<file path="config.mk">
export PLATFORM = sky130hd
export DESIGN_NAME = hpi_top
export DESIGN_NICKNAME = d
export VERILOG_FILES = /design/src/logic/hpi_pkg.sv /design/src/logic/hpi_top.sv
export SDC_FILE = /design/constraint.sdc
export NUM_CORES = 1
export LEC_CHECK = 0
export BUFFER_PORTS_ARGS = -buffer_cell sky130_fd_sc_hd__buf_2
export CORE_AREA = 2 2 130 132
export DETAILED_ROUTE_END_ITERATION = 12
export DIE_AREA = 0 0 132 134
export PLACE_DENSITY_LB_ADDON = 0.08
export SLEW_MARGIN = 30
export SYNTH_ARGS = -nofsm -noshare
export SYNTH_HDL_FRONTEND = slang
export SYNTH_SLANG_ARGS = --single-unit
</file>
<file path="constraint.sdc">
create_clock -name sys_clk -period 2.8 [get_ports sys_clk]
set_clock_uncertainty 0.15 [all_clocks]
set_input_delay 0.28 -clock sys_clk [delete_from_list [all_inputs] [get_ports sys_clk]]
set_output_delay 0.28 -clock sys_clk [all_outputs]
set_load 0.02 [all_outputs]
</file>
<file path="src/logic/hpi_pkg.sv">
package hpi_pkg;
  // register offsets on the processor-side bus
  localparam logic [7:0] REG_CTRL = 8'h00;
  localparam logic [7:0] REG_STS = 8'h04;
  localparam logic [7:0] REG_CLR = 8'h08;
  localparam logic [7:0] REG_EN = 8'h0C;
  localparam logic [7:0] REG_CFG = 8'h10;
  localparam logic [7:0] REG_STATE = 8'h14;
  // access types in narrow mode
  localparam logic [1:0] ACC_CTRL = 2'h0;
  localparam logic [1:0] ACC_DATA_INC = 2'h1;
  localparam logic [1:0] ACC_ADDR = 2'h2;
  localparam logic [1:0] ACC_DATA = 2'h3;
  // control register fields
  localparam int CTL_BYTE_ORDER = 0;
  localparam int CTL_DSP_INT = 1;
  localparam int CTL_HOST_INT = 2;
  localparam logic [2:0] CTRL_RST = 3'h0;
  // event bits in status, clear and enable
  localparam int EV_DSP_INT = 0;
  localparam int EV_XFER_DONE = 1;
  localparam int NUM_EV = 2;
  localparam int CFG_KEEPER = 0;
  localparam logic [15:0] ADDR_RST = 16'h0000;
  // pin vector layout after synchronisation
  localparam int PIN_W = 40;
  localparam int P_STRAP = 0;
  localparam int P_DATA = 1;
  localparam int P_ADDR = 17;
  localparam int P_ACC = 33;
  localparam int P_HALF = 35;
  localparam int P_RW = 36;
  localparam int P_DS2 = 37;
  localparam int P_DS1 = 38;
  localparam int P_CS = 39;
  typedef enum logic [1:0] {
    ST_IDLE = 2'b00,
    ST_DMA = 2'b01,
    ST_HOLD = 2'b10
  } hpi_state_t;
endpackage : hpi_pkg

</file>
<file path="src/logic/hpi_top.sv">
// Notes on behaviour
// - narrow mode moves each word as two bytes, half select marks byte
// - narrow mode has address, data and control registers; control shared
// - narrow mode offers autoincrement sequential and random-access transfers
// - narrow mode can interrupt the host and the processor core
// - all on-chip RAM is reached through the internal DMA bus
// - host transfers continue while the core is halted by emulation
// - wide mode uses separate 16-bit address and 16-bit data buses
// - wide mode holds ready low until the DMA access completes
// - every host access is resynchronised to the processor clock
// - on same-location contention port wins, core waits one cycle
// - wide mode loads address from address bus, data over data bus
// - control register is unreachable by the host in wide mode
// - every wide-mode host access launches a DMA read or write
// - keeper always on in wide mode, else follows keeper enable bit
`timescale 1ns/1ps
module hpi_top
  import hpi_pkg::*;
#(
  parameter int ADDR_W = 16
) (
  input wire logic sys_clk,
  input wire logic rst,
  input wire logic wide_host_select,
  input wire logic port_chip_select_n,
  input wire logic data_strobe_one_n,
  input wire logic data_strobe_two_n,
  input wire logic read_write_select,
  input wire logic byte_half_select,
  input wire logic [1:0] access_type_select,
  input wire logic [15:0] host_address_bus,
  input wire logic [15:0] host_data_in,
  output logic [15:0] host_data_out,
  output logic host_data_oe_n,
  output logic host_ready_out,
  output logic host_int_n,
  output logic keeper_on,
  output logic dma_req,
  output logic dma_we,
  output logic [ADDR_W-1:0] dma_addr,
  output logic [15:0] dma_wdata,
  input wire logic [15:0] dma_rdata,
  input wire logic dma_ack,
  input wire logic core_req,
  input wire logic [ADDR_W-1:0] core_addr,
  output logic core_wait,
  output logic irq,
  input wire logic psel,
  input wire logic penable,
  input wire logic pwrite,
  input wire logic [7:0] paddr,
  input wire logic [31:0] pwdata,
  output logic [31:0] prdata,
  output logic pready,
  output logic pslverr
);
  logic [PIN_W-1:0] s1_ff, s2_ff, s3_ff, filt_ff;
  logic strb, strb_d_ff, strb_rise, wide, is_read, byte_hi;
  logic [1:0] acc;
  hpi_state_t state_ff;
  logic [ADDR_W-1:0] addr_ff;
  logic [2:0] ctrl_ff;
  logic [15:0] wbuf_ff, rbuf_ff;
  logic incr_pend_ff, dma_req_ff, dma_we_ff;
  logic [15:0] dout_ff;
  logic oe_n_ff, ready_ff, keeper_ff, wait_ff, irq_ff, kcfg_ff, hint_n_ff;
  logic [NUM_EV-1:0] sts_ff, en_ff, ev;
  logic [31:0] prdata_ff;
  logic pready_ff, pslverr_ff, apb_wr, apb_rd_phase, mapped;
  logic host_wr_ctrl, need_dma;

  // three-stage capture of all host pins; a bit moves when stages 2 and 3 agree
  always_ff @(posedge sys_clk) begin
    s1_ff <= {port_chip_select_n, data_strobe_one_n, data_strobe_two_n,
              read_write_select, byte_half_select, access_type_select,
              host_address_bus, host_data_in, wide_host_select};
    s2_ff <= s1_ff;
    s3_ff <= s2_ff;
  end

  always_ff @(posedge sys_clk) begin
    if (rst) begin
      filt_ff <= {3'b111, {(PIN_W-3){1'b0}}};
    end else begin
      filt_ff <= (s2_ff & s3_ff) | (filt_ff & (s2_ff | s3_ff));
    end
  end

  assign wide = filt_ff[P_STRAP];
  assign strb = !filt_ff[P_CS] && (!filt_ff[P_DS1] || !filt_ff[P_DS2]);
  assign strb_rise = strb && !strb_d_ff;
  assign is_read = filt_ff[P_RW];
  assign acc = filt_ff[P_ACC+1:P_ACC];
  assign byte_hi = filt_ff[P_HALF] ^ ctrl_ff[CTL_BYTE_ORDER];
  assign host_wr_ctrl = strb_rise && !wide && !is_read && acc == ACC_CTRL
    && state_ff == ST_IDLE;
  // data access needs DMA: wide always, narrow on write 2nd / read 1st byte
  assign need_dma = wide || (acc[0] &&
    (is_read ? !filt_ff[P_HALF] : filt_ff[P_HALF]));

  always_ff @(posedge sys_clk) begin
    if (rst) begin
      strb_d_ff <= 1'b0;
    end else begin
      strb_d_ff <= strb;
    end
  end

  // access sequencer and DMA requester; no core halt input gates it
  always_ff @(posedge sys_clk) begin
    if (rst) begin
      state_ff <= ST_IDLE;
      dma_req_ff <= 1'b0;
      dma_we_ff <= 1'b0;
      ready_ff <= 1'b1;
    end else begin
      case (state_ff)
        ST_IDLE: begin
          if (strb_rise && need_dma) begin
            state_ff <= ST_DMA;
            dma_req_ff <= 1'b1;
            dma_we_ff <= !is_read;
            ready_ff <= 1'b0;
          end else if (strb_rise) begin
            state_ff <= ST_HOLD;
          end
        end
        ST_DMA: begin
          if (dma_ack) begin
            state_ff <= ST_HOLD;
            dma_req_ff <= 1'b0;
            ready_ff <= 1'b1;
          end
        end
        ST_HOLD: begin
          if (!strb) begin
            state_ff <= ST_IDLE;
          end
        end
        default: begin
          state_ff <= ST_IDLE;
          dma_req_ff <= 1'b0;
          ready_ff <= 1'b1;
        end
      endcase
    end
  end

  // address register: wide loads from bus, narrow bytewise or autoincrement
  always_ff @(posedge sys_clk) begin
    if (rst) begin
      addr_ff <= ADDR_W'(ADDR_RST);
      incr_pend_ff <= 1'b0;
    end else if (state_ff == ST_IDLE && strb_rise) begin
      if (wide) begin
        addr_ff <= ADDR_W'(filt_ff[P_ADDR+15:P_ADDR]);
      end else if (!is_read && acc == ACC_ADDR) begin
        if (byte_hi) begin
          addr_ff <= ADDR_W'({filt_ff[P_DATA+7:P_DATA], addr_ff[7:0]});
        end else begin
          addr_ff <= ADDR_W'({addr_ff[15:8], filt_ff[P_DATA+7:P_DATA]});
        end
      end else if (acc == ACC_DATA_INC && filt_ff[P_HALF]) begin
        if (is_read) begin
          addr_ff <= addr_ff + ADDR_W'(1);
        end else begin
          incr_pend_ff <= 1'b1;
        end
      end
    end else if (state_ff == ST_DMA && dma_ack && incr_pend_ff) begin
      addr_ff <= addr_ff + ADDR_W'(1);
      incr_pend_ff <= 1'b0;
    end
  end

  // write assembly and read buffer
  always_ff @(posedge sys_clk) begin
    if (rst) begin
      wbuf_ff <= 16'h0000;
      rbuf_ff <= 16'h0000;
    end else if (state_ff == ST_IDLE && strb_rise && !is_read) begin
      if (wide) begin
        wbuf_ff <= filt_ff[P_DATA+15:P_DATA];
      end else if (byte_hi) begin
        wbuf_ff[15:8] <= filt_ff[P_DATA+7:P_DATA];
      end else begin
        wbuf_ff[7:0] <= filt_ff[P_DATA+7:P_DATA];
      end
    end else if (state_ff == ST_DMA && dma_ack && !dma_we_ff) begin
      rbuf_ff <= dma_rdata;
    end
  end

  // output driver: enable low only while a read is being answered
  always_ff @(posedge sys_clk) begin
    if (rst) begin
      dout_ff <= 16'h0000;
      oe_n_ff <= 1'b1;
    end else begin
      oe_n_ff <= !(state_ff == ST_HOLD && strb && is_read);
      if (wide) begin
        dout_ff <= rbuf_ff;
      end else begin
        case (acc)
          ACC_CTRL: dout_ff <= {13'h0, ctrl_ff};
          ACC_ADDR: dout_ff <= {8'h00,
            byte_hi ? 8'(addr_ff >> 8) : addr_ff[7:0]};
          default: dout_ff <= {8'h00,
            byte_hi ? rbuf_ff[15:8] : rbuf_ff[7:0]};
        endcase
      end
    end
  end

  // APB slave, one wait state
  assign mapped = paddr == REG_CTRL || paddr == REG_STS || paddr == REG_CLR
    || paddr == REG_EN || paddr == REG_CFG || paddr == REG_STATE;
  assign apb_wr = psel && penable && pready_ff && pwrite && mapped;
  assign apb_rd_phase = psel && penable && !pready_ff;

  // control register: host sets byte order and clears host request, core sets host request
  always_ff @(posedge sys_clk) begin
    if (rst) begin
      ctrl_ff <= CTRL_RST;
    end else begin
      if (host_wr_ctrl) begin
        ctrl_ff[CTL_BYTE_ORDER] <= filt_ff[P_DATA+CTL_BYTE_ORDER];
        if (filt_ff[P_DATA+CTL_HOST_INT]) begin
          ctrl_ff[CTL_HOST_INT] <= 1'b0;
        end
      end
      if (apb_wr && paddr == REG_CTRL && pwdata[CTL_HOST_INT]) begin
        ctrl_ff[CTL_HOST_INT] <= 1'b1;
      end
    end
  end

  assign ev[EV_DSP_INT] = host_wr_ctrl && filt_ff[P_DATA+CTL_DSP_INT];
  assign ev[EV_XFER_DONE] = state_ff == ST_DMA && dma_ack;

  always_ff @(posedge sys_clk) begin
    if (rst) begin
      sts_ff <= '0;
      en_ff <= '0;
      kcfg_ff <= 1'b0;
    end else begin
      sts_ff <= (sts_ff & ~((apb_wr && paddr == REG_CLR) ?
        pwdata[NUM_EV-1:0] : '0)) | ev;
      if (apb_wr && paddr == REG_EN) begin
        en_ff <= pwdata[NUM_EV-1:0];
      end
      if (apb_wr && paddr == REG_CFG) begin
        kcfg_ff <= pwdata[CFG_KEEPER];
      end
    end
  end

  always_ff @(posedge sys_clk) begin
    if (rst) begin
      pready_ff <= 1'b0;
      pslverr_ff <= 1'b0;
      prdata_ff <= 32'h00000000;
    end else begin
      pready_ff <= apb_rd_phase;
      pslverr_ff <= apb_rd_phase && !mapped;
      if (apb_rd_phase) begin
        case (paddr)
          REG_CTRL: prdata_ff <= {29'h0, ctrl_ff};
          REG_STS: prdata_ff <= {30'h0, sts_ff};
          REG_EN: prdata_ff <= {30'h0, en_ff};
          REG_CFG: prdata_ff <= {31'h0, kcfg_ff};
          REG_STATE: prdata_ff <= {29'h0, state_ff, wide};
          default: prdata_ff <= 32'h00000000;
        endcase
      end
    end
  end

  // misc registered outputs
  always_ff @(posedge sys_clk) begin
    if (rst) begin
      keeper_ff <= 1'b0;
      wait_ff <= 1'b0;
      irq_ff <= 1'b0;
      hint_n_ff <= 1'b1;
    end else begin
      keeper_ff <= wide || kcfg_ff;
      wait_ff <= dma_req_ff && core_req && core_addr == addr_ff
        && !wait_ff;
      irq_ff <= |(sts_ff & en_ff);
      hint_n_ff <= !ctrl_ff[CTL_HOST_INT];
    end
  end

  assign host_data_out = dout_ff;
  assign host_data_oe_n = oe_n_ff;
  assign host_ready_out = ready_ff;
  assign host_int_n = hint_n_ff;
  assign keeper_on = keeper_ff;
  assign dma_req = dma_req_ff;
  assign dma_we = dma_we_ff;
  assign dma_addr = addr_ff;
  assign dma_wdata = wbuf_ff;
  assign core_wait = wait_ff;
  assign irq = irq_ff;
  assign prdata = prdata_ff;
  assign pready = pready_ff;
  assign pslverr = pslverr_ff;
  a_ready_stall: assert property (@(posedge sys_clk) disable iff (rst)
    dma_req_ff |-> !ready_ff) else $error("ready high during DMA");
  a_ack_release: assert property (@(posedge sys_clk) disable iff (rst)
    dma_req_ff && dma_ack |=> !dma_req_ff && ready_ff)
    else $error("ack did not end request");
  a_wide_launch: assert property (@(posedge sys_clk) disable iff (rst)
    state_ff == ST_IDLE && strb_rise && wide |=> dma_req_ff
    && dma_we == !$past(is_read)) else $error("wide access without DMA");
  a_wide_addr: assert property (@(posedge sys_clk) disable iff (rst)
    state_ff == ST_IDLE && strb_rise && wide
    |=> addr_ff == $past(ADDR_W'(filt_ff[P_ADDR+15:P_ADDR])))
    else $error("address not loaded");
  a_ctrl_hidden: assert property (@(posedge sys_clk) disable iff (rst)
    wide && !(apb_wr && paddr == REG_CTRL) |=> $stable(ctrl_ff))
    else $error("control changed in wide mode");
  a_keeper_follow: assert property (@(posedge sys_clk) disable iff (rst)
    ##1 keeper_on == ($past(wide) || $past(kcfg_ff)))
    else $error("keeper wrong");
  a_core_wait: assert property (@(posedge sys_clk) disable iff (rst)
    wait_ff |=> !wait_ff) else $error("core waited over one cycle");
  a_auto_inc: assert property (@(posedge sys_clk) disable iff (rst)
    state_ff == ST_IDLE && strb_rise && !wide && is_read
    && acc == ACC_DATA_INC && filt_ff[P_HALF]
    |=> addr_ff == $past(addr_ff) + ADDR_W'(1)) else $error("no increment");
  a_strobe_start: assert property (@(posedge sys_clk) disable iff (rst)
    state_ff == ST_IDLE && !strb |=> state_ff == ST_IDLE)
    else $error("access without strobe");
endmodule : hpi_top

</file>
==> results of run 1 <==
state kept, by name, indices dropped and copies added, names as in the netlist, 2 cells and up:
name	cells
s3_ff	40
ctrl_ff	2
dma_wdata	16
rbuf_ff	16
en_ff	2
filt_ff	40
s1_ff	40
prdata	3
state_ff	2
sts_ff	2
host_data_out	16
dma_addr	16
s2_ff	40
timing repair:
item / in CTS / in global routing
setup endpoints to repair: 0 / 1
hold endpoints to repair: 69 / 0
hold buffers: 67 / 0
gates resized for setup: 0 / 1
metal layers:
layer | GRT usage, % | up-vias | share of wire (%) | wire (µm)
li1 | - | 3370 | - | -
met1 | 31.15 | 3187 | 42 | 9102
met2 | 41.52 | 268 | 48 | 10420
met3 | 4.384 | 44 | 7.1 | 1549
met4 | 8.092 | 0 | 2.9 | 622
met5 | 0 | - | 0 | 0
tightest hold or removal path, cell delays in order:
cell	delay, ns
buf_2	0.11
nor4b_1	0.05
a22oi_1	0.15
nor2_1	0.05
report_power, final:
group / internal [mW] / switching [mW] / total [mW]
registers: 3.67 / 0.0884 / 3.76
logic: 0.193 / 0.250 / 0.443
clock network: 1.96 / 1.35 / 3.30
total: 5.82 / 1.69 / 7.51
kinds of logic (layout without fill, tap and decap cells):
group	after synthesis	after routing	synth area share, %
other cells	1	29	0.04405
flops	248	248	58.32
mux	23	23	2.719
simple gates	233	233	13.21
fa+ha+maj	1	1	0.1469
xor+xnor	19	19	2.043
compound gates	230	230	17.92
buf+inv	84	293	5.600
cell type report:
type                       count  share of cell area, %
sequential                   248                  45.55
multi-input combinational    535                  29.20
timing repair buffer         240                  14.76
clock buffer                  36                  6.853
tap                          220                  2.525
clock inverter                10                 0.8724
inverter                       7                 0.2410
placed cells by master (no fill, tap or decap), types with 7 or more instances in the layout:
master and n:
a211oi_1 10, a21oi_1 85, a221oi_1 7, a22oi_1 14, and2_1 9, buf_2 149
buf_4 23, clkbuf_16 25, clkbuf_8 8, conb_1 29, dfxtp_1 248, dlygate4sd3_1 67
inv_1 7, mux2i_1 22, nand2_1 96, nand3_1 13, nor2_1 49, nor3_1 13
nor4_1 9, o21ai_0 47, o41ai_1 11, xor2_1 18
final timing paths:
| kind | start | to | slack [ns] | cells past startpoint |
|---|---|---|---|---|
| setup / recovery | state_ff[1] | ctrl_ff[2] | 0.30 | 6 |
| hold / removal | paddr[6] | prdata[1] | 0.01 | 4 |
| hold reg to reg | s1_ff[21] | s2_ff[21] | 0.17 | 0 |
| setup reg to reg | state_ff[1] | ctrl_ff[2] | 0.30 | 6 |
==> impl_metrics.sql, run 1 <==
INSERT INTO impl_metrics (metric_group, metric, value, unit) VALUES
('sta', 'rsz0062_at_grt', 'false', ''),
('worst_setup_path', 'worstPathArrival', '2.76', 'ns'),
('worst_setup_path', 'critPathSlowestCell', 'dlygate4sd3_1', ''),
('worst_setup_path', 'critical_path_class', 'register to register', ''),
('cts', 'cts_htree_levels', '1', ''),
('power', 'pwr_density_cell', '688.5', 'nW/µm²'),
('drt', 'routed_wl', '21.69', 'mm'),
('cts', 'cts_post_setup_buffers_inserted', '0', ''),
('global_route', 'first_pass_grt_wire_length', '34.52', 'mm'),
('yosys', 'synth_seq_area_share', '58.32', '%'),
('cells_and_area', 'sequential_cell_area', '4965', 'µm²'),
('die', 'design.die.area', '17690', 'µm²'),
('cells_and_area', 'insertedDiodeCount', '0', ''),
('cells_and_area', 'finalNetCount', '1177', ''),
('sta', 'tns', '0', 'ns'),
('die', 'placement_rows', '47', ''),
('placement', 'post-place-cells', '1183', ''),
('sta', 'report.final.slew_viol_count', '0', ''),
('yosys', 'syn-cell-area', '8513', 'µm²'),
('yosys', 'ys.flop_type', 'dfxtp_1', ''),
('placement', 'place_ws', '0.5532', 'ns'),
('cts', 'cell_at_the_root_of_the_clock_tree', 'clkbuf_16', ''),
('placement', 'placedInstanceArea', '9382', 'µm²'),
('die', 'die_wd', '132', 'µm'),
('die', 'io-pin-count', '209', ''),
('placement', 'portBuffers', '150', ''),
('sta', 'hold-worst-slack', '0.01358', 'ns'),
('global_route', 'grt_start_max_net_pins', '46', ''),
('power', 'vdd_ir_drop_max', '0.5836', 'mV'),
('worst_setup_path', 'worst-endpoint-required', '3.06', 'ns'),
('yosys', 'synth_enable_flop_cells', '0', ''),
('cts', 'clock_insertion_delay_worst_skew', '0.53', 'ns'),
('cells_and_area', 'final_area', '10900', 'µm²'),
('die', 'floorplan.initialDensity', '52.26', '%'),
('yosys', 'ys.warnings.count', '0', ''),
('yosys', 'synthArstFlopShare', '0', '%'),
('power', 'power.static_leakage', '4.532', 'nW'),
('worst_setup_path', 'critical_path_startpoint_category', 'register', ''),
('yosys', 'post_synth_main_area_contributors', 'dfxtp_1 (58%), a21oi_1 (5.0%), nand2_1 (4.2%)', ''),
('worst_setup_path', 'worst-path-buf-inv', '1', ''),
('global_route', 'antenna_found_initial', '0', ''),
('placement', 'dp_hpwl', '14.53', 'mm'),
('sta', 'maxClockFrequency', '400.1', 'MHz'),
('cells_and_area', 'multi_input_comb_area', '3183', 'µm²'),
('yosys', 'post_synth_num_cell_types', '69', ''),
('worst_setup_path', 'end_kind', 'register', ''),
('cts', 'clk_slew_on_worst_s_h_paths', '0.06', 'ns'),
('worst_setup_path', 'critical_path.top_delay_family', 'simple AND/OR/NAND/NOR gates', ''),
('global_route', 'global_route.overflow_total', '0', ''),
('cells_and_area', 'drive_above_1_share', '22.12', '%'),
('drt', 'route.antenna.remaining_nets', '0', ''),
('die', 'die_h', '134', 'µm'),
('flow_run', 'max_cap_violations', '0', ''),
('global_route', 'via_count_of_the_first_global_routing_pass', '6555', ''),
('drt', 'detail_route.vias_per_cell', '5.300', ''),
('drt', 'drt_pass1_iterations', '5', ''),
('worst_setup_path', 'critical_path_peak_fanout', '10', ''),
('die', 'core-area', '16290', 'µm²'),
('cts', 'cts.sinks', '248', ''),
('drt', 'route.vias.total', '6869', ''),
('yosys', 'yosys-top-cells-count', 'dfxtp_1 (248), nand2_1 (96), a21oi_1 (85)', ''),
('sta', 'tightestPinTransition', '0.8432', 'ns'),
('status', 'outcome', 'finished clean', ''),
('sta', 'post-route-worst-setup-slack', '0.3009', 'ns'),
('worst_setup_path', 'crit_chain', 'nor3_1 -> nand2_1 -> nor4_2 -> a21o_1 -> o41ai_1 -> dlygate4sd3_1', ''),
('yosys', 'post-synth-top-area-cell', 'dfxtp_1', ''),
('drt', 'dr.first_iter.drc_count', '510', ''),
('global_route', 'grtUsageTotal', '24.27', '%'),
('cells_and_area', 'syn2layout_area_growth', '28.04', '%'),
('cells_and_area', 'layout.cells.non_filler', '1296', ''),
('sta', 'period_share', '89.25', '%');
(Power assumes the default switching activity.)
==> run 2: changes to the inputs <==
Settings changed: CORE_AREA 2 2 130 132 to 2 2 124 138, DIE_AREA 0 0 132 134 to 0 0 126 140.
==> run 2 against run 1 <==
Effect of this change:
- register-to-register slack got worse by 0.13 ns
- first-iteration DRC count fell by 20%
- worst setup slack got worse by 0.13 ns
- final cell count fell by 1.5%
- sequential power barely moved
- non-clock buffer count did not move
- final area fell by 0.54%
- largest cell class unchanged
- highest routed layer unchanged
==> impl_metrics.sql, run 2 (synthesis results as in run 1) <==
INSERT INTO impl_metrics (metric_group, metric, value, unit) VALUES
('die', 'design.die.area', '17640', 'µm²'),
('drt', 'met3_wirelength', '1.184', 'mm'),
('worst_setup_path', 'worst-endpoint-required', '3.05', 'ns'),
('die', 'die_h', '140', 'µm'),
('drt', 'drt-met1-wl', '9.030', 'mm'),
('die', 'core-area', '16190', 'µm²'),
('cts', 'clk_slew_on_worst_s_h_paths', '0.06', 'ns'),
('power', 'power.static_leakage', '4.516', 'nW'),
('global_route', 'antenna_found_initial', '0', ''),
('cells_and_area', 'drive_above_1_share', '21.81', '%'),
('sta', 'period_share', '93.84', '%'),
('cts', 'cts.sinks', '248', ''),
('drt', 'routed-wl-met2', '10.19', 'mm'),
('placement', 'place_congestion', '0.8502', ''),
('global_route', 'global_route.overflow_total', '0', ''),
('die', 'die_wd', '126', 'µm'),
('cells_and_area', 'insertedDiodeCount', '0', ''),
('global_route', 'grt_start_max_net_pins', '55', ''),
('sta', 'maxClockFrequency', '380.6', 'MHz'),
('cts', 'cts_post_setup_buffers_inserted', '0', ''),
('drt', 'route.antenna.remaining_nets', '0', ''),
('global_route', 'via_count_of_the_first_global_routing_pass', '6415', ''),
('die', 'io-pin-count', '209', ''),
('placement', 'dp_hpwl', '13.81', 'mm'),
('global_route', 'grtUsageTotal', '22.90', '%'),
('power', 'p_total', '7.497', 'mW'),
('worst_setup_path', 'critical_path_startpoint_category', 'register', ''),
('sta', 'report.final.slew_viol_count', '0', ''),
('cts', 'cell_at_the_root_of_the_clock_tree', 'clkbuf_16', ''),
('sta', 'slew-limit-headroom', '50.82', '%'),
('worst_setup_path', 'end_kind', 'register', ''),
('cells_and_area', 'mostFrequentLayoutCell', 'dfxtp_1', ''),
('flow_run', 'max_cap_violations', '0', ''),
('worst_hold_path', 'timing.hold.worst.class', 'input pin to register', ''),
('cells_and_area', 'finalNetCount', '1176', ''),
('cts', 'cts_buffers', '24', ''),
('power', 'pwr_density_cell', '691.5', 'nW/µm²'),
('die', 'floorplan.initialDensity', '52.60', '%'),
('cts', 'tritoncts_clock_tree', 'done', ''),
('drt', 'drc_errors', '0', ''),
('sta', 'setup_violations', '0', ''),
('placement', 'placedInstanceArea', '9356', 'µm²'),
('cts', 'cts_buffer_depth', '3', ''),
('cells_and_area', 'post-route-util', '66.98', '%'),
('drt', 'max_layer_used', 'met4', ''),
('drt', 'routed_wl', '20.82', 'mm'),
('cts', 'cts_htree_levels', '1', ''),
('placement', 'portBuffers', '150', ''),
('cells_and_area', 'syn2layout_area_growth', '27.35', '%'),
('sta', 'tightestPinTransition', '0.7344', 'ns'),
('drt', 'drt_pass1_iterations', '6', ''),
('drt', 'route.vias.total', '6771', ''),
('cells_and_area', 'final_area', '10840', 'µm²'),
('drt', 'detail_route.vias_per_cell', '5.302', ''),
('die', 'placement_rows', '49', ''),
('cts', 'clock_insertion_delay_worst_skew', '0.51', 'ns'),
('sta', 'final_period_minus_worst_setup_slack', '2.627', 'ns'),
('worst_setup_path', 'worstPathArrival', '2.88', 'ns'),
('worst_setup_path', 'critical_path_class', 'register to register', ''),
('sta', 'timing_hold_violations_final', '0', ''),
('power', 'vdd_ir_drop_max', '0.4566', 'mV'),
('global_route', 'first_pass_grt_wire_length', '32.92', 'mm'),
('worst_setup_path', 'critical_path_peak_fanout', '7', ''),
('cells_and_area', 'num-fill-cells', '1308', ''),
('drt', 'post_drt_wl_per_cell', '16.30', 'µm'),
('drt', 'dr.first_iter.drc_count', '407', ''),
('sta', 'rsz0062_at_grt', 'false', ''),
('sta', 'tns', '0', 'ns'),
('cells_and_area', 'most-common-layout-cells', 'dfxtp_1 (248), buf_2 (149), nand2_1 (96), a21oi_1 (85), dlygate4sd3_1 (66)', ''),
('status', 'outcome', 'finished clean', '');
==> run 2: routing by layer <==
| metal | up-vias | track usage (%) |
|---|---|---|
| met4 | 0 | 6.940 |
| met1 | 3166 | 29.46 |
| met2 | 202 | 39.59 |
| met5 | - | 0 |
| li1 | 3370 | - |
| met3 | 33 | 3.782 |
==> run 2: per-stage QoR <==
step           setup slack [ns]  cells  hold slack [ns]
6_report                 0.1726   1277          0.05917
2_1_floorplan            0.7517    867           0.1577
4_1_cts                  0.1971   1277          0.04831
3_3_place_gp             0.5663   1168           0.1598
5_1_grt                 0.07549   1277          0.09092
3_5_place_dp             0.5999   1168           0.1621
==> run 2: area by class of cell <==
type | instances | area, µm² | share of cell area [%]
Timing Repair Buffer | 240 | 1594 | 14.70
Inverter | 7 | 26.28 | 0.2424
Clock buffer | 32 | 681.9 | 6.290
Clock inverter | 11 | 142.6 | 1.316
Sequential cell | 248 | 4965 | 45.79
Multi-Input combinational cell | 535 | 3177 | 29.30
Tap cell | 204 | 255.2 | 2.354
==> run 2: critical path: stages (launching register included) <==
cell and delay [ns]:
dfxtp_1 0.37, a211oi_4 0.47, nand2_1 0.21, nor4_1 0.48, a21o_1 0.22, o41ai_1 0.06
dlygate4sd3_1 0.55
==> run 2: worst paths after layout <==
| path | start | to | slack (ns) | depth (start not counted) |
|---|---|---|---|---|
| worst max-delay path | filt_ff[38] | ctrl_ff[2] | 0.17 | 6 |
| worst min-delay path | penable | en_ff[0] | 0.06 | 5 |
| worst min register to register | s1_ff[3] | s2_ff[3] | 0.17 | 0 |
| worst max register to register | filt_ff[38] | ctrl_ff[2] | 0.17 | 6 |
==> run 2: power by group <==
part,total [mW],internal (mW),switching [mW],leakage (nW)
Combinational,0.436,0.194,0.243,2.06
Sequential,3.76,3.67,0.0902,2.05
Clock,3.30,1.99,1.31,0.401
Total,7.50,5.86,1.64,4.52
==> run 2: repair_timing <==
action,CTS,global route
endpoints found under the hold margin,67,0
hold buffers,66,0
gates resized for setup,0,0
